--- config.mk ---
export PLATFORM = sky130hd
export DESIGN_NAME = acc_dev_flat
export DESIGN_NICKNAME = d
export VERILOG_FILES = /design/src/design/acc_pkg.sv /design/src/design/acc_if.sv /design/src/design/acc_dev.sv /design/src/flat_wrapper.sv
export SDC_FILE = /design/constraint.sdc
export NUM_CORES = 1
export LEC_CHECK = 0
export BUFFER_PORTS_ARGS = -buffer_cell sky130_fd_sc_hd__buf_2
export CAP_MARGIN = 25
export CELL_PAD_IN_SITES_DETAIL_PLACEMENT = 1
export CELL_PAD_IN_SITES_GLOBAL_PLACEMENT = 2
export CORE_UTILIZATION = 34
export DETAILED_ROUTE_END_ITERATION = 10
export PLACE_DENSITY_LB_ADDON = 0.1
export SKIP_LAST_GASP = 1
export SLEW_MARGIN = 30
export SYNTH_ARGS = -nofsm -noshare
export SYNTH_HDL_FRONTEND = slang
export SYNTH_SLANG_ARGS = --single-unit
export TNS_END_PERCENT = 20
--- constraint.sdc ---
create_clock -name mclk_i -period 3.1 [get_ports mclk_i]
set_input_delay 0.155 -clock mclk_i [delete_from_list [all_inputs] [get_ports mclk_i]]
set_output_delay 0.155 -clock mclk_i [all_outputs]
set_load 0.005 [all_outputs]
--- src/design/acc_pkg.sv ---
package acc_pkg;
	// Register offsets of the sensor
	localparam logic [7:0] X_LOW_OFF = 8'h02;
	localparam logic [7:0] X_HIGH_OFF = 8'h03;
	localparam logic [7:0] Y_LOW_OFF = 8'h04;
	localparam logic [7:0] Y_HIGH_OFF = 8'h05;
	localparam logic [7:0] Z_LOW_OFF = 8'h06;
	localparam logic [7:0] Z_HIGH_OFF = 8'h07;
	localparam logic [7:0] RANGE_OFF = 8'h0F;
	localparam logic [7:0] PWR_OFF = 8'h11;
	localparam logic [7:0] CFG_OFF = 8'h13;
	localparam logic [7:0] SRST_OFF = 8'h14;
	// Field positions
	localparam int DEEP_BIT = 7;
	localparam int DUTY_BIT = 6;
	localparam int TIMING_BIT = 5;
	localparam int CODE_LSB = 1;
	localparam int LOCK_OFF_BIT = 6;
	localparam int FRESH_BIT = 0;
	localparam int NIB_LSB = 4;
	// Reset values and keys
	localparam logic [7:0] PWR_RST = 8'h00;
	localparam logic [7:0] CFG_RST = 8'h00;
	localparam logic [3:0] RANGE_RST = 4'h3;
	localparam logic [7:0] SRST_KEY = 8'hA5;
	// Range codes
	localparam logic [3:0] RANGE_2G = 4'h3;
	localparam logic [3:0] RANGE_4G = 4'h5;
	localparam logic [3:0] RANGE_8G = 4'h8;
	typedef enum logic [1:0] {
		ACC_R2G = 2'h0,
		ACC_R4G = 2'h1,
		ACC_R8G = 2'h2
	} acc_range_t;
	typedef enum logic [1:0] {
		ACC_NORMAL = 2'h0,
		ACC_LP_WAKE = 2'h1,
		ACC_LP_SLEEP = 2'h3,
		ACC_DEEP = 2'h2
	} acc_pstate_t;
	// Timing at 200 MHz
	localparam int CLK_NS = 5;
	localparam int SLEEP_UNIT_NS = 500000;
	localparam int TICK_CYC_DEF = SLEEP_UNIT_NS / CLK_NS;
	localparam int SETTLE_NS = 1000;
	localparam int SETTLE_CYC = (SETTLE_NS + CLK_NS - 1) / CLK_NS;
	// Sleep length in 0.5 ms units
	function automatic logic [11:0] acc_sleep_units(input logic [3:0] code);
		case (code)
			4'h6: acc_sleep_units = 12'h002;
			4'h7: acc_sleep_units = 12'h004;
			4'h8: acc_sleep_units = 12'h008;
			4'h9: acc_sleep_units = 12'h00C;
			4'hA: acc_sleep_units = 12'h014;
			4'hB: acc_sleep_units = 12'h032;
			4'hC: acc_sleep_units = 12'h064;
			4'hD: acc_sleep_units = 12'h0C8;
			4'hE: acc_sleep_units = 12'h3E8;
			4'hF: acc_sleep_units = 12'h7D0;
			default: acc_sleep_units = 12'h001;
		endcase
	endfunction
	function automatic logic [7:0] acc_low_off(input int i);
		acc_low_off = X_LOW_OFF + 8'(2 * i);
	endfunction
	// Host-side APB map
	localparam logic [11:0] HOST_CMD_OFF = 12'h000;
	localparam logic [11:0] HOST_STAT_OFF = 12'h004;
	localparam int CMD_WE_BIT = 16;
	localparam int CMD_GO_BIT = 31;
endpackage

--- src/design/acc_if.sv ---
`timescale 1ns/1ps
`default_nettype none
interface acc_if;
	logic req;
	logic we;
	logic [7:0] addr;
	logic [7:0] wdata;
	logic ack;
	logic [7:0] rdata;
	modport dev(input req, input we, input addr, input wdata, output ack, output rdata);
	modport host(output req, output we, output addr, output wdata, input ack, input rdata);
endinterface
`default_nettype wire

--- src/design/acc_dev.sv ---
// The APB slave port was decided locally.
`timescale 1ns/1ps
`default_nettype none
// Summary of operation
// - Power-on in normal; leave only on request
// - Normal mode samples continuously, never sleeps
// - Deep sleep: clocks off, few writes accepted
// - Deep request bit set enters deep sleep
// - Deep sleep freezes sample registers
// - Low power alternates wake and sleep
// - Duty-cycle bit set enters low power
// - Timing bit: 0 event, 1 fixed interval
// - Event wake lasts required sample count
// - Pending interrupt keeps device awake
// - Sleep after samples and link idle
// - Fixed interval pushes next sample after sleep
// - Host prefers fixed timing with FIFO
// - Host picks bandwidth matching sleep length
// - Four-bit code selects sleep length
// - Samples are 12-bit two's complement
// - High parts odd, low parts even offsets
// - Fresh flag set on update, read clears
// - Shadow lock refreshes high on low read
// - Lock-off bit makes both parts update
// - Four-bit range field selects range
// - Codes 3,5,8 give 2g,4g,8g
module acc_dev #(
	parameter int TICK_CYC = acc_pkg::TICK_CYC_DEF
) (
	input wire logic mclk_i,
	input wire logic resetn_i,
	acc_if.dev link,
	input wire logic smp_valid_i,
	input wire logic [2:0][11:0] smp_i,
	input wire logic [3:0] samples_needed_i,
	input wire logic int_hold_i,
	output logic analog_on_o,
	output logic osc_on_o,
	output logic fifo_push_o,
	output logic [2:0][11:0] fifo_data_o,
	output acc_pkg::acc_range_t range_o,
	output acc_pkg::acc_pstate_t pstate_o
);
	import acc_pkg::*;

	acc_pstate_t state;
	logic [7:0] pwr;
	logic [7:0] cfg;
	logic [3:0] range_code;
	logic ack;
	logic [7:0] rdata;
	logic take;
	logic wr;
	logic rd;
	logic soft_rst;
	logic rst;
	logic deep_req;
	logic duty_req;
	logic lock_off;
	logic acquire;
	logic got_smp;
	logic [31:0] tick_cnt;
	logic tick;
	logic [11:0] sleep_cnt;
	logic sleep_done;
	logic [7:0] settle_cnt;
	logic settled;
	logic [3:0] smp_cnt;
	logic [3:0] need;
	logic wake_done;
	logic push_pend;
	logic [2:0][3:0] low_nib;
	logic [2:0][7:0] high;
	logic [2:0][7:0] pend;
	logic [2:0] fresh;

	assign take = link.req && !ack;
	assign wr = take && link.we;
	assign rd = take && !link.we;
	assign soft_rst = wr && link.addr == SRST_OFF && link.wdata == SRST_KEY;
	assign rst = !resetn_i || soft_rst;
	assign deep_req = pwr[DEEP_BIT];
	assign duty_req = pwr[DUTY_BIT];
	assign lock_off = cfg[LOCK_OFF_BIT];
	assign link.ack = ack;
	assign link.rdata = rdata;
	assign pstate_o = state;

	// One-cycle answer; the next request is taken only after ack drops
	always_ff @(posedge mclk_i) begin
		if (!resetn_i) begin
			ack <= 1'b0;
		end else begin
			ack <= take;
		end
	end

	always_ff @(posedge mclk_i) begin
		if (rst) begin
			pwr <= PWR_RST;
			cfg <= CFG_RST;
			range_code <= RANGE_RST;
		end else if (wr) begin
			if (state == ACC_DEEP) begin
				// Asleep, only the deep request bit may change
				if (link.addr == PWR_OFF) begin
					pwr[DEEP_BIT] <= link.wdata[DEEP_BIT];
				end
			end else begin
				case (link.addr)
					PWR_OFF: pwr <= link.wdata;
					CFG_OFF: cfg <= link.wdata;
					RANGE_OFF: range_code <= link.wdata[3:0];
					default: ;
				endcase
			end
		end
	end

	always_ff @(posedge mclk_i) begin
		if (rst) begin
			state <= ACC_NORMAL;
		end else begin
			case (state)
				ACC_NORMAL: begin
					if (deep_req) begin
						state <= ACC_DEEP;
					end else if (duty_req) begin
						state <= ACC_LP_WAKE;
					end
				end
				ACC_LP_WAKE: begin
					if (deep_req) begin
						state <= ACC_DEEP;
					end else if (!duty_req) begin
						state <= ACC_NORMAL;
					end else if (wake_done) begin
						state <= ACC_LP_SLEEP;
					end
				end
				ACC_LP_SLEEP: begin
					if (deep_req) begin
						state <= ACC_DEEP;
					end else if (!duty_req) begin
						state <= ACC_NORMAL;
					end else if (sleep_done) begin
						state <= ACC_LP_WAKE;
					end
				end
				ACC_DEEP: begin
					if (!deep_req) begin
						state <= ACC_NORMAL;
					end
				end
				default: state <= ACC_NORMAL;
			endcase
		end
	end

	assign analog_on_o = state == ACC_NORMAL || state == ACC_LP_WAKE;
	assign osc_on_o = state != ACC_DEEP;

	// Sleep timer runs only while asleep on the oscillator
	assign tick = tick_cnt == 32'(TICK_CYC - 1);
	assign sleep_done = tick && sleep_cnt == acc_sleep_units(pwr[CODE_LSB +: 4]) - 12'h001;
	always_ff @(posedge mclk_i) begin
		if (rst || state != ACC_LP_SLEEP) begin
			tick_cnt <= '0;
			sleep_cnt <= '0;
		end else if (tick) begin
			tick_cnt <= '0;
			sleep_cnt <= sleep_cnt + 12'h001;
		end else begin
			tick_cnt <= tick_cnt + 32'h1;
		end
	end

	// Front end must settle after each entry into the low-power wake phase before samples count; normal mode samples at once
	assign settled = settle_cnt == 8'(SETTLE_CYC);
	assign acquire = state == ACC_NORMAL || (state == ACC_LP_WAKE && settled);
	assign got_smp = acquire && smp_valid_i;
	assign need = samples_needed_i == 4'h0 ? 4'h1 : samples_needed_i;
	assign wake_done = settled && smp_cnt >= need && !int_hold_i && !link.req;
	always_ff @(posedge mclk_i) begin
		if (rst || state != ACC_LP_WAKE) begin
			settle_cnt <= '0;
			smp_cnt <= '0;
		end else begin
			if (!settled) begin
				settle_cnt <= settle_cnt + 8'h01;
			end
			if (got_smp && smp_cnt != 4'hF) begin
				smp_cnt <= smp_cnt + 4'h1;
			end
		end
	end

	// Fixed interval: the first sample after each sleep goes to the FIFO
	always_ff @(posedge mclk_i) begin
		if (rst) begin
			push_pend <= 1'b0;
			fifo_push_o <= 1'b0;
			fifo_data_o <= '0;
		end else begin
			fifo_push_o <= 1'b0;
			if (state == ACC_LP_SLEEP && sleep_done && pwr[TIMING_BIT]) begin
				push_pend <= 1'b1;
			end else if (push_pend && got_smp) begin
				push_pend <= 1'b0;
				fifo_push_o <= 1'b1;
				fifo_data_o <= smp_i;
			end else if (state != ACC_LP_WAKE && state != ACC_LP_SLEEP) begin
				push_pend <= 1'b0;
			end
		end
	end

	// Sample registers; no capture outside acquisition keeps them frozen
	always_ff @(posedge mclk_i) begin
		if (rst) begin
			low_nib <= '0;
			high <= '0;
			pend <= '0;
		end else begin
			for (int i = 0; i < 3; i++) begin
				if (got_smp) begin
					low_nib[i] <= smp_i[i][3:0];
					pend[i] <= smp_i[i][11:4];
					if (lock_off) begin
						high[i] <= smp_i[i][11:4];
					end
				end
				if (rd && link.addr == acc_low_off(i) && !lock_off) begin
					high[i] <= pend[i];
				end
			end
		end
	end

	// A new sample in the read cycle wins over the clear
	always_ff @(posedge mclk_i) begin
		if (rst) begin
			fresh <= '0;
		end else begin
			for (int i = 0; i < 3; i++) begin
				if (got_smp) begin
					fresh[i] <= 1'b1;
				end else if (rd && (link.addr == acc_low_off(i) ||
						link.addr == acc_low_off(i) + 8'h01)) begin
					fresh[i] <= 1'b0;
				end
			end
		end
	end

	always_ff @(posedge mclk_i) begin
		if (!resetn_i) begin
			rdata <= '0;
		end else if (rd) begin
			case (link.addr)
				X_LOW_OFF: rdata <= {low_nib[0], 3'h0, fresh[0]};
				X_HIGH_OFF: rdata <= high[0];
				Y_LOW_OFF: rdata <= {low_nib[1], 3'h0, fresh[1]};
				Y_HIGH_OFF: rdata <= high[1];
				Z_LOW_OFF: rdata <= {low_nib[2], 3'h0, fresh[2]};
				Z_HIGH_OFF: rdata <= high[2];
				RANGE_OFF: rdata <= {4'h0, range_code};
				PWR_OFF: rdata <= pwr;
				CFG_OFF: rdata <= cfg;
				default: rdata <= '0;
			endcase
		end
	end

	always_comb begin
		case (range_code)
			RANGE_4G: range_o = ACC_R4G;
			RANGE_8G: range_o = ACC_R8G;
			default: range_o = ACC_R2G;
		endcase
	end
endmodule
`default_nettype wire

--- src/flat_wrapper.sv ---
// flat-port wrapper written by rule: the top's interface ports become plain ports
module acc_dev_flat import acc_pkg::*;
#(
	parameter int TICK_CYC = acc_pkg::TICK_CYC_DEF
)
  (mclk_i, resetn_i, smp_valid_i, smp_i, samples_needed_i, int_hold_i, analog_on_o, osc_on_o, fifo_push_o, fifo_data_o, range_o, pstate_o, link_req, link_we, link_addr, link_wdata, link_ack, link_rdata);
  acc_if link_i ();
  input wire logic mclk_i;
  input wire logic resetn_i;
  input wire logic smp_valid_i;
  input wire logic [2:0][11:0] smp_i;
  input wire logic [3:0] samples_needed_i;
  input wire logic int_hold_i;
  output logic analog_on_o;
  output logic osc_on_o;
  output logic fifo_push_o;
  output logic [2:0][11:0] fifo_data_o;
  output acc_pkg::acc_range_t range_o;
  output acc_pkg::acc_pstate_t pstate_o;
  input wire logic [$bits(link_i.req)-1:0] link_req;
  input wire logic [$bits(link_i.we)-1:0] link_we;
  input wire logic [$bits(link_i.addr)-1:0] link_addr;
  input wire logic [$bits(link_i.wdata)-1:0] link_wdata;
  output wire logic [$bits(link_i.ack)-1:0] link_ack;
  output wire logic [$bits(link_i.rdata)-1:0] link_rdata;
  assign link_i.req = link_req;
  assign link_i.we = link_we;
  assign link_i.addr = link_addr;
  assign link_i.wdata = link_wdata;
  assign link_ack = link_i.ack;
  assign link_rdata = link_i.rdata;
  acc_dev #(.TICK_CYC(TICK_CYC)) u_core (.mclk_i(mclk_i), .resetn_i(resetn_i), .link(link_i), .smp_valid_i(smp_valid_i), .smp_i(smp_i), .samples_needed_i(samples_needed_i), .int_hold_i(int_hold_i), .analog_on_o(analog_on_o), .osc_on_o(osc_on_o), .fifo_push_o(fifo_push_o), .fifo_data_o(fifo_data_o), .range_o(range_o), .pstate_o(pstate_o));
endmodule
# == Yosys cells after proc, flatten, opt, wreduce, memory -nomap -nowiden ==
# Memory sizes are Yosys's and may differ from the RTL's. A register that Yosys moved wholly into a read port is not among the register bits.
# Cells that the tools add are included.
# word_totals
mem_count,1
input_bits,62
elab_cells,163
ff_bits,188
output_inout_bits,52
rom_bits,176
# memory_table
name,depth,word_bits,read_ports,rd_ports_with_merged_regs,write_ports,line_no,text
(no name shown),16,11,1,1,0,acc_pkg.sv:49,case (code)
# op_classes
add_sub_neg,5
eq_ne,27
n_lt_le_gt_ge,1
n_reduce_logical,62
muxes,37
bitwise,2
# op_table
cell,count
8-bit two-way mux,10
8-bit case mux with 9 select lines,1
"32-bit by 1-bit adder with 32-bit output, second input constant",1
"32-bit by 17-bit == test with 1-bit output, second input constant",1
"8-bit by 3-bit == test with 1-bit output, second input constant",4
1-bit logical AND,25
"8-bit by 5-bit == test with 1-bit output, second input constant",3
2-bit two-way mux,9
2-bit nonzero test,9
"8-bit by 2-bit == test with 1-bit output, second input constant",2
"8-bit == test, second input constant",2
"12-bit by 1-bit adder with 12-bit output, second input constant",1
12-bit == test,1
1-bit two-way mux,12
4-bit two-way mux,3
"12-bit by 1-bit subtractor with 12-bit output, second input constant",1
2-bit AND reduction,5
3-bit AND reduction,3
"8-bit by 1-bit adder with 8-bit output, second input constant",1
"8-bit by 4-bit == test with 1-bit output, second input constant",1
1-bit logical OR,8
"4-bit by 3-bit inequality test with 1-bit output, second input constant",2
2-bit case mux with 4 select lines,1
1-bit zero test,6
17 further kinds,22

# == Depth between registers and ports, before layout ==
# Gate-level depths: netlist of the first run.
# logic_depth
word_depth,10
mapped_depth,11
depth_no_buf,9

# == Least setup slack after synthesis of the first run ==
# Ideal clock, no wire load.
# synth_path
kind,in2reg
from,input link_addr[5]
to,register with a tool-made name
setup_time_ps,117
t_arrival_ps,2435
path_stages,10
path_buffers,2
path_slack_ps,547
required_time_ps,2983
cell_sequence,or4b_1 buf_2 nor4_4 and2_1 buf_4 mux2i_1 nor2_1 ha_1 mux2_1 a32o_1
# synth_rtl
element,line_no,text
"start, declared",flat_wrapper.sv:22,input wire logic [$bits(link_i.addr)-1:0] link_addr;

# == Final worst setup path of the first run ==
# layout_path
from,register u_core.settle_cnt[0]
to,register u_core.pend[17] (netlist name)
# layout_via
elab_chain_cells,4
# layout_lines
element,line_no,text
"start, declared",acc_dev.sv:66,logic [7:0] settle_cnt;
"start signal, assigned",acc_dev.sv:190,settle_cnt <= settle_cnt + 8'h01;
8-bit == test,acc_dev.sv:179,assign settled = settle_cnt == 8'(SETTLE_CYC);
1-bit logical AND,acc_dev.sv:180,assign acquire = state == ACC_NORMAL || (state == ACC_LP_WAKE && settled);
1-bit logical OR,acc_dev.sv:180,
1-bit logical AND,acc_dev.sv:181,assign got_smp = acquire && smp_valid_i;
"end signal, assigned by index",acc_dev.sv:228,pend[i] <= smp_i[i][11:4];
"end, declared",acc_dev.sv:74,logic [2:0][7:0] pend;
# Every way passes these cells.
# A chain may end at the register's enable or synchronous reset.

==> out/qor.yml, run 1 <==
worst_pin_slew_ns: 0.894
numPlacedInstances: 1484
arrival_ns: 3.08
netlist_instances: 1077
die_x_um: 163
overflow: 0
end_kind: "flop"
hold_class: "in2reg"
cp.required_ns: 3.44
grt_busiest_layer: "met2"
use_met2_pct: 35.7
power.density_nw_per_um2: 472
cts_resized: 0
die_h_um: 163
yosysSeqAreaShare_pct: 45.1
clockRootBuffer: "clkbuf_16"
drv_slew: 0
synth_nets: 1153
dieArea_sq_um: 26500
viasPerCell: 5.14
hold_viol_final: 0
syn_to_final_growth_pct: 21.9
path_max_fanout: 31
coreArea_sq_um: 25300
postCtsSetupRepairBufs: 0
fin_crit_ns: 2.74
path_class: "reg2reg"
rows: 58
drv_cap: 0
syn_area_sq_um: 8790
cts_hold_buf: 37
dr.pass1.iters: 4
synthDistinctLibCells: 65
grt_setup_unrepaired: "false"
initialDrtViolationCount: 351
finalClockSkew_ns: 0.0180
path_clk_slew_ns: 0.09
wl_per_cell_um: 17.4
ant_nets: 0
cts_max_path_buffers: 2
yosys_warnings: 0
gp_congestion: 0.821
gr-usage-all-layers_pct: 20.9
num_io_pins: 114
cts_buffers: 17
vias: 7988
synth-main-ff-cell: "dfxtp_1"
dpl.hpwl_um: 19200
drc: 0
synth-edff-count: 0
use_met1_pct: 27.4
p_leak_nw: 3.91
fin_cells: 1554
worstSetupStartpointType: "flop"
synthArstFlopShare_pct: 0
synth.most_common_cell: "nand2_1"
initial_core_util_pct: 34.8
grt_max_degree: 55
drive_above_1_share_pct: 14.9
clkSinkCount: 198
setup_tns_ns: 0
use_met3_pct: 3.26
synth_top_area_share_pct: 45.1
synth_area_per_cell_sq_um: 8.17
ir_drop_mv: 0.292
grt_pass1_vias: 7880
grt_pass1_wl_um: 43300
finalWirelength_um: 27000
setup_viol: 0
fin_crit_sh_pct: 88.3
antenna_found_initial: 0
fin_nets: 1286
fmax_ghz: 0.365
ys_ff_latch: 198
post-synth-top-area-cell: "dfxtp_1"
synth.area.top_cells: "dfxtp_1 (45%), nand2_1 (9.3%), a21oi_1 (6.5%)"
cts_tree: "built"
clk_latency_ns: 0.44
status: "finished, final reports clean"
portBuffers: 113
htree_levels: 4
slew_headroom_pct: 38.8
synthTopCellsByCount: "nand2_1 (217), dfxtp_1 (198), a21oi_1 (114)"
==> area by class of cell <==
type	count	area [sq um]
Clock buffer	19	443
Antenna cell	1	2.50
Tap cell	330	413
Sequential cell	198	3960
Fill cell	3051	14500
Timing Repair Buffer	176	1170
Clock inverter	13	130
Multi-Input combinational cell	796	4520
Inverter	21	78.8
==> state kept, by name, summed over array words and instances (netlist names), 3 cells and up, named ones only <==
signal and cells:
u_core.fifo_data_o 36, u_core.tick_cnt 32, u_core.high 24, u_core.pend 24, u_core.low_nib 12, u_core.sleep_cnt 12, u_core.cfg 8, u_core.link.rdata 8
u_core.pwr 8, u_core.settle_cnt 8, u_core.range_code 4, u_core.smp_cnt 4, u_core.fresh 3
==> power breakdown <==
part           leakage (nW)  switching (mW)  total, mW  internal, mW
combinational          2.02           0.157      0.263         0.105
clock                 0.280            1.11       2.21          1.10
sequential             1.60          0.0172       2.59          2.57
==> placed cells by master (no fill, tap or decap), types with 3 or more instances in the layout <==
cell type / count
nand2_1: 217
dfxtp_1: 198
a21oi_1: 114
buf_2: 113
nor2_1: 94
nand3_1: 52
dlygate4sd3_1: 37
xor2_1: 32
xnor2_1: 29
a22oi_1: 26
buf_4: 23
nor3_1: 22
o21ai_0: 22
inv_1: 20
nand4_1: 19
mux2i_1: 19
clkbuf_16: 17
nor4_1: 14
ha_1: 14
and2_1: 10
and3_1: 10
a311oi_1: 8
nand2b_1: 6
a2111oi_0: 6
nor4b_1: 5
nor2b_1: 5
or4_1: 5
a31oi_1: 5
nor4bb_1: 4
nor3b_1: 4
or3_1: 4
inv_6: 4
inv_8: 4
mux2_2: 3
nand3b_1: 3
and4_1: 3
clkinv_4: 3
buf_12: 3
==> per-stage QoR <==
stage          setup WS [ns]  util [%]  cell area [sq um]  hold WS, ns  power, mW
6_report               0.363      42.5              10700       0.0235       5.06
5_1_grt                0.169      42.4              10700       0.0102       5.27
4_1_cts                0.348      42.4              10700     0.000477       5.14
3_5_place_dp           0.297      38.7               9780        0.421       2.88
3_3_place_gp           0.375      38.7               9780        0.414       2.88
2_1_floorplan          0.547         -               8790        0.280       2.75
==> worst max-delay path, stage by stage (launching register included) <==
cell and delay, ns:
dfxtp_1 0.37, inv_1 0.08, ha_1 0.16, nand4b_1 0.10
or4b_1 0.67, a211oi_4 0.39, buf_4 0.23, buf_4 0.34
nand2_1 0.09, a21oi_1 0.17
==> final timing paths <==
kind | from | end | slack, ns | cells past startpoint
worst max register to register | u_core.settle_cnt[0] | u_core.pend[17] | 0.36 | 9
worst min register to register | u_core.link.rdata[1] | u_core.link.rdata[1] | 0.45 | 2
worst min-delay path | link_wdata[6] | u_core.cfg[6] | 0.02 | 3
worst max-delay path | u_core.settle_cnt[0] | u_core.pend[17] | 0.36 | 9
==> logic make-up after synthesis <==
group | after synthesis | share of synthesized area, %
buf+inv | 83 | 3.80
compound gates | 210 | 14.6
flops | 198 | 45.1
fa+ha+maj | 14 | 1.99
xor+xnor | 61 | 6.07
simple gates | 488 | 25.8
mux | 23 | 2.67
==> layer usage <==
metal | wire length (um) | share of wire, %
met4 | 322 | 1.2
met5 | 0 | 0
met1 | 12900 | 48
met3 | 713 | 2.6
met2 | 13100 | 49
No activity file was read; power rests on OpenSTA's default activity.
==> run 2: changes to the inputs <==
Settings changed: BUFFER_PORTS_ARGS -buffer_cell sky130_fd_sc_hd__buf_2 to -buffer_cell sky130_fd_sc_hd__buf_4, CORE_UTILIZATION 34 to 37, PLACE_DENSITY set to 0.93, PLACE_DENSITY_LB_ADDON 0.1 to not set.
Clock period 3.1 ns to 3.2 ns, I/O delays scaled along.
==> run 2 against run 1 <==
  * Combinational power grew 8.0%
  * Maximum frequency shrank 2.2%
  * Count of clock-buffer cells in the layout fell by 2
  * Largest power group unchanged
==> out/qor.yml, run 2 (synthesis results as in run 1) <==
clockRootBuffer: "clkbuf_16"
dpl.hpwl_um: 19700  # +2.3%
cp_slowest_stage_delay_ns: 0.55  # -0.12 ns
drive_above_1_share_pct: 14.6  # -0.29 points
dieArea_sq_um: 24400  # -8.0%
rows: 56  # -3.4%
num_io_pins: 114  # unchanged
holdPathStages: 3  # unchanged
antenna_found_initial: 1  # +1
worst_pin_slew_ns: 0.743  # -0.151 ns
gp_congestion: 0.882  # +7.5%
r2r_slack_ns: 0.40  # +0.04 ns
die_x_um: 156  # -4.1%
setup_tns_ns: 0  # unchanged
met2_length_um: 13800  # +5.2%
slew_headroom_pct: 50.0  # +11 points
htree_levels: 4  # unchanged
worst_hold_path.endpoint: "u_core.pwr[5]"
clkSinkCount: 198  # unchanged
vias: 8307  # +4.0%
gr-usage-all-layers_pct: 23.7  # +2.8 points
power.density_nw_per_um2: 457  # -3.2%
slowest_stage: "dfxtp_1"
regMostFlops: "u_core.fifo_data_o"
mostFrequentLayoutCell: "nand2_1"
fin_crit_sh_pct: 87.4  # -0.86 points
end_kind: "flop"
status: "finished, final reports clean"
postCtsSetupRepairBufs: 0  # unchanged
finalPower_mw: 5.02  # -0.75%
final_util_pct: 47.0  # +4.5 points
clk_latency_ns: 0.45  # about the same
worstSetupStartpointType: "flop"
portBuffers: 113  # unchanged
cp.required_ns: 3.53  # +0.09 ns
wl_per_cell_um: 18.3  # +5.1%
fmax_ghz: 0.357  # -2.2%
grt_pass1_vias: 8393  # +6.5%
path_max_fanout: 13  # -58%
setup_viol: 0  # unchanged
die_h_um: 156  # -4.1%
arrival_ns: 3.13  # +0.05 ns
p_leak_nw: 3.95  # +1.1%
dr_wl_met3_um: 1060  # +49%
largestRegisters: "u_core.fifo_data_o x36, u_core.tick_cnt x32"
dr.pass1.iters: 7  # +3
grt_setup_unrepaired: "false"
coreArea_sq_um: 23400  # -7.3%
fin_nets: 1283  # -0.23%
drt-met1-wl_um: 12500  # -2.9%
finalClockSkew_ns: 0.0129  # -0.00510 ns
crit_chain: "nand2b_1 > and2_1 > nand3_1 > a21oi_1 > inv_1 > ha_1 > mux2_1 > a32o_1"
cts_max_path_buffers: 2  # unchanged
ant_nets: 0  # unchanged
num-fill-cells: 2834  # -7.1%
overflow: 0  # unchanged
cts_tree: "built"
fin_crit_ns: 2.80  # +0.0607 ns
reg2reg_from: "u_core.pstate_o[0]"
initialDrtViolationCount: 547  # +56%
cts_buffers: 17  # unchanged
initial_core_util_pct: 37.6  # +2.8 points
hold_viol_final: 0  # unchanged
drv_slew: 0  # unchanged
viasPerCell: 5.39  # +4.9%
layout_common_cells: "nand2_1 (217), dfxtp_1 (198), buf_4 (133)"
syn_to_final_growth_pct: 25.0
top_layer: "met4"
drv_cap: 0  # unchanged
drc: 0  # unchanged
largest_reg_flops: 36  # unchanged
grt_max_degree: 131  # +140%
path_class: "reg2reg"
min_from: "link_wdata[5]"
ff2ff_path_depth: 8  # -1
grt_pass1_wl_um: 44900  # +3.6%
hold_class: "in2reg"
finalWirelength_um: 28100  # +4.1%
ir_drop_mv: 0.262  # -10%
path_clk_slew_ns: 0.08  # about the same
run 2: stage by stage:
stage	std cells	hold slack (ns)	setup WS, ns	area (sq um)
after global routing	1540	0.0125	0.194	11000
after floorplan	1077	0.285	0.642	8790
after detailed placement	1469	0.431	0.270	10000
after global placement	1469	0.424	0.353	10000
after CTS	1539	0.00162	0.424	11000
final	1540	0.0116	0.403	11000
run 2: cell type report:
class | count | area, sq um | area share, %
Multi-Input combinational cell | 796 | 4520 | 41.1
Sequential cell | 198 | 3960 | 36.0
Timing Repair Buffer | 173 | 1420 | 12.9
Clock buffer | 17 | 425 | 3.87
Tap cell | 319 | 399 | 3.63
Clock inverter | 15 | 191 | 1.74
Inverter | 21 | 78.8 | 0.717
Antenna cell | 1 | 2.50 | 0.0228
run 2: routing by layer:
layer,vias to the layer above,GRT usage [%]
li1,4015,-
met3,45,4.28
met1,4072,29.5
met4,0,8.96
met2,175,40.5
met5,-,0
run 2: worst max path at each step:
| stage | startpoint | endpoint | slack (ns) | cells past startpoint |
|---|---|---|---|---|
| 2_1_floorplan | link_addr[5] | flop | 0.64 | 10 |
| 3_3_place_gp | link_addr[5] | flop | 0.35 | 9 |
| 3_5_place_dp | link_addr[5] | flop | 0.27 | 9 |
| 4_1_cts | u_core.pstate_o[0] | flop | 0.42 | 8 |
| 5_1_grt | u_core.pstate_o[0] | flop | 0.19 | 8 |
| 6_report | u_core.pstate_o[0] | flop | 0.40 | 8 |
run 2: what timing repair did:
action | in CTS | in global routing
hold buffers | 38 | 0
hold endpoints to repair | 75 | 0
gates resized for setup | 0 | 0
run 2: report_power, final:
part           switching [mW]  internal [mW]
Clock                    1.10           1.13
Sequential             0.0154           2.49
Combinational           0.161          0.122
run 2: worst max-delay path: cells and delay by family (launching register included):
| family | cells | cell delay [ns] |
|---|---|---|
| AO/OA/AOI/OAI | 2 | 0.64 |
| adder cells (fa/ha/maj) | 1 | 0.23 |
| buffers and inverters | 1 | 0.17 |
| flip-flops | 1 | 0.55 |
| multiplexers | 1 | 0.27 |
| AND/OR/NAND/NOR | 3 | 0.83 |
==> run 3: changes to the inputs <==
Settings changed: CORE_ASPECT_RATIO set to 1.25, CORE_UTILIZATION 37 to 31, PLACE_DENSITY 0.93 to 0.84.
Clock period 3.2 ns to 2.3 ns, I/O delays scaled along.
==> run 3 against run 2 <==
  * The flow now finishes with violations (design-rule violations, negative setup slack)
  * Setup slack worse by 0.40 ns
  * Utilization down 5.0 points
  * Sequential share of layout area is 2.0 points lower
  * Total power is 38% higher
  * Final area up 6.0%
  * Global-route usage decreased by 4.5 points
  * Largest power group unchanged
==> out/qor.yml, run 3 (synthesis results as in run 1) <==
status: "finished, violations left"
failed_checks: "design-rule violations, negative setup slack"
drc: 4  # +4
mostFrequentLayoutCell: "nand2_1"
syn_to_final_growth_pct: 32.6
fin_crit_ns: 2.30  # -0.495 ns
grt_pass1_wl_um: 44600  # -0.57%
hold_viol_final: 0  # unchanged
largest_reg_flops: 36  # unchanged
setup_viol: 1  # +1
die_x_um: 153  # -2.3%
ant_nets: 0  # unchanged
worst_pin_slew_ns: 0.668  # -0.0754 ns
grt_setup_unrepaired: "true"
overflow: 0  # unchanged
cp.required_ns: 2.59  # -0.94 ns
cp_slowest_stage_delay_ns: 0.53  # -0.02 ns
crit_chain: "inv_2 > ha_4 > nand4b_1 > or4b_4 > a211oi_4 > buf_6 > nand2_4 > buf_12 > nand2_1 > a311oi_2"
slew_headroom_pct: 54.3  # +4.3 points
dp_slack_ns: -0.132  # -0.402 ns
fin_crit_sh_pct: 100  # +13 points
arrival_ns: 2.59  # -0.54 ns
setup_slack_ns: -0.00248  # -0.405 ns
intPower_mw: 5.22  # +40%
hold_slack_ns: 0.203  # +0.191 ns
antenna_found_initial: 0  # -1
finalClockSkew_ns: 0.0127  # -0.000278 ns
power.density_nw_per_um2: 592  # +30%
finalWirelength_um: 27900  # -0.85%
fin_area_sq_um: 11700  # +6.0%
cts_tree: "built"
clkPwrFrac_pct: 43.3  # -1.1 points
worstSetupStartpointType: "flop"
regMostFlops: "u_core.fifo_data_o"
htree_levels: 4  # unchanged
grt_max_degree: 71  # -46%
layout_common_cells: "nand2_1 (213), dfxtp_1 (197), buf_4 (162)"
viasPerCell: 5.09  # -5.6%
grt_pass1_vias: 8459  # +0.79%
vias: 8253  # -0.65%
ir_drop_mv: 0.351  # +34%
gr-usage-all-layers_pct: 19.2  # -4.5 points
path_class: "reg2reg"
placement.cell_area_sq_um: 10400  # +4.0%
drive_above_1_share_pct: 19.0  # +4.4 points
wl_per_cell_um: 17.2  # -5.7%
power.switching_mw: 1.69  # +32%
seqPwrFrac_pct: 50.5  # +0.6 points
portBuffers: 113  # unchanged
path_clk_slew_ns: 0.08  # about the same
setup_tns_ns: -0.00248  # -0.00248 ns
num-fill-cells: 3305  # +17%
drv_cap: 0  # unchanged
clkSinkCount: 198  # unchanged
num_io_pins: 114  # unchanged
netSwitchingFraction_pct: 24.5  # -1.1 points
die_h_um: 190  # +22%
cts_max_path_buffers: 2  # unchanged
slowest_stage: "or4b_4"
clockRootBuffer: "clkbuf_16"
combPwrFrac_pct: 6.2  # +0.5 points
path_max_fanout: 6  # -7
coreArea_sq_um: 27700  # +19%
fmax_ghz: 0.434  # +21%
drv_slew: 0  # unchanged
cts_buffers: 17  # unchanged
hold_class: "in2reg"
dr.pass1.iters: 7  # unchanged
gp_congestion: 0.825  # -6.5%
initialDrtViolationCount: 328  # -40%
dpl.hpwl_um: 19800  # +0.81%
end_kind: "flop"
clk_latency_ns: 0.45  # about the same
p_leak_nw: 4.28  # +8.3%
largestRegisters: "u_core.fifo_data_o x36, u_core.tick_cnt x32"
dieArea_sq_um: 29100  # +19%
fin_nets: 1333  # +3.9%
initial_core_util_pct: 31.7  # -5.9 points
rows: 68  # +21%
[run 3: changes by cell type in the layout (fill, tap and decap cells not counted), sizes merged]
cell and delta:
inv +2, clkbuf +5, buf +38, dlygate4sd3 +8, clkinvlp +1, clkinv -5
[run 3: cell type report]
class | instances | area [sq um] | share of cell area (%)
Multi-Input combinational cell | 796 | 4620 | 39.7
Sequential cell | 198 | 3970 | 34.0
Timing Repair Buffer | 223 | 1970 | 16.9
Clock buffer | 18 | 439 | 3.77
Tap cell | 350 | 438 | 3.76
Clock inverter | 13 | 138 | 1.18
Inverter | 21 | 78.8 | 0.676
Antenna cell | 1 | 2.50 | 0.0215
[run 3: per-layer routing]
metal | global-route usage, % | wire, um | vias to the layer above | part of all wire (%)
li1 | - | - | 4105 | -
met5 | 0 | 0 | - | 0
met2 | 35.6 | 14500 | 119 | 52
met3 | 2.93 | 777 | 35 | 2.8
met1 | 22.4 | 12000 | 3994 | 43
met4 | 6.45 | 625 | 0 | 2.2
[run 3: power groups by stage]
stage / combinational [mW] / clock (mW) / sequential (mW)
2_1_floorplan: 0.154 / 0 / 3.56
3_3_place_gp: 0.350 / 0 / 3.57
3_5_place_dp: 0.354 / 0 / 3.57
4_1_cts: 0.422 / 3.08 / 3.49
5_1_grt: 0.467 / 3.20 / 3.49
6_report: 0.429 / 2.99 / 3.49
[run 3: critical path: cells and delay by family (launching register included)]
family	cells	cell delay, ns
AND/OR/NAND/NOR	4	0.85
buffers and inverters	3	0.41
AO/OA/AOI/OAI	2	0.45
flip-flops	1	0.33
adder cells (fa/ha/maj)	1	0.11
[run 3: path summary, 6_finish.rpt]
| check | slack, ns | to | from | depth (start not counted) |
|---|---|---|---|---|
| hold reg to reg | 0.45 | u_core.pend[11] | u_core.pend[11] | 2 |
| hold / removal | 0.20 | u_core.fresh[0] | link_addr[1] | 4 |
| setup reg to reg | -0.002 | u_core.high[23] | u_core.settle_cnt[1] | 10 |
| setup / recovery | -0.002 | u_core.high[23] | u_core.settle_cnt[1] | 10 |
[run 3: what timing repair did]
action | 4_1_cts | 5_1_grt
cloned | 0 | 4
endpoints found under the setup margin | 68 | 92
endpoints found under the hold margin | 107 | 0
pin swaps | 2 | 5
setup buffers | 1 | 0
hold buffers | 46 | 0
gates resized for setup | 7 | 24
[run 3: per-stage QoR]
step	std cells	utilization, %	total power [mW]
2_1_floorplan	1077	-	3.71
3_3_place_gp	1537	37.5	3.92
3_5_place_dp	1537	37.5	3.92
4_1_cts	1615	41.3	6.98
5_1_grt	1619	42.0	7.16
6_report	1620	42.0	6.91
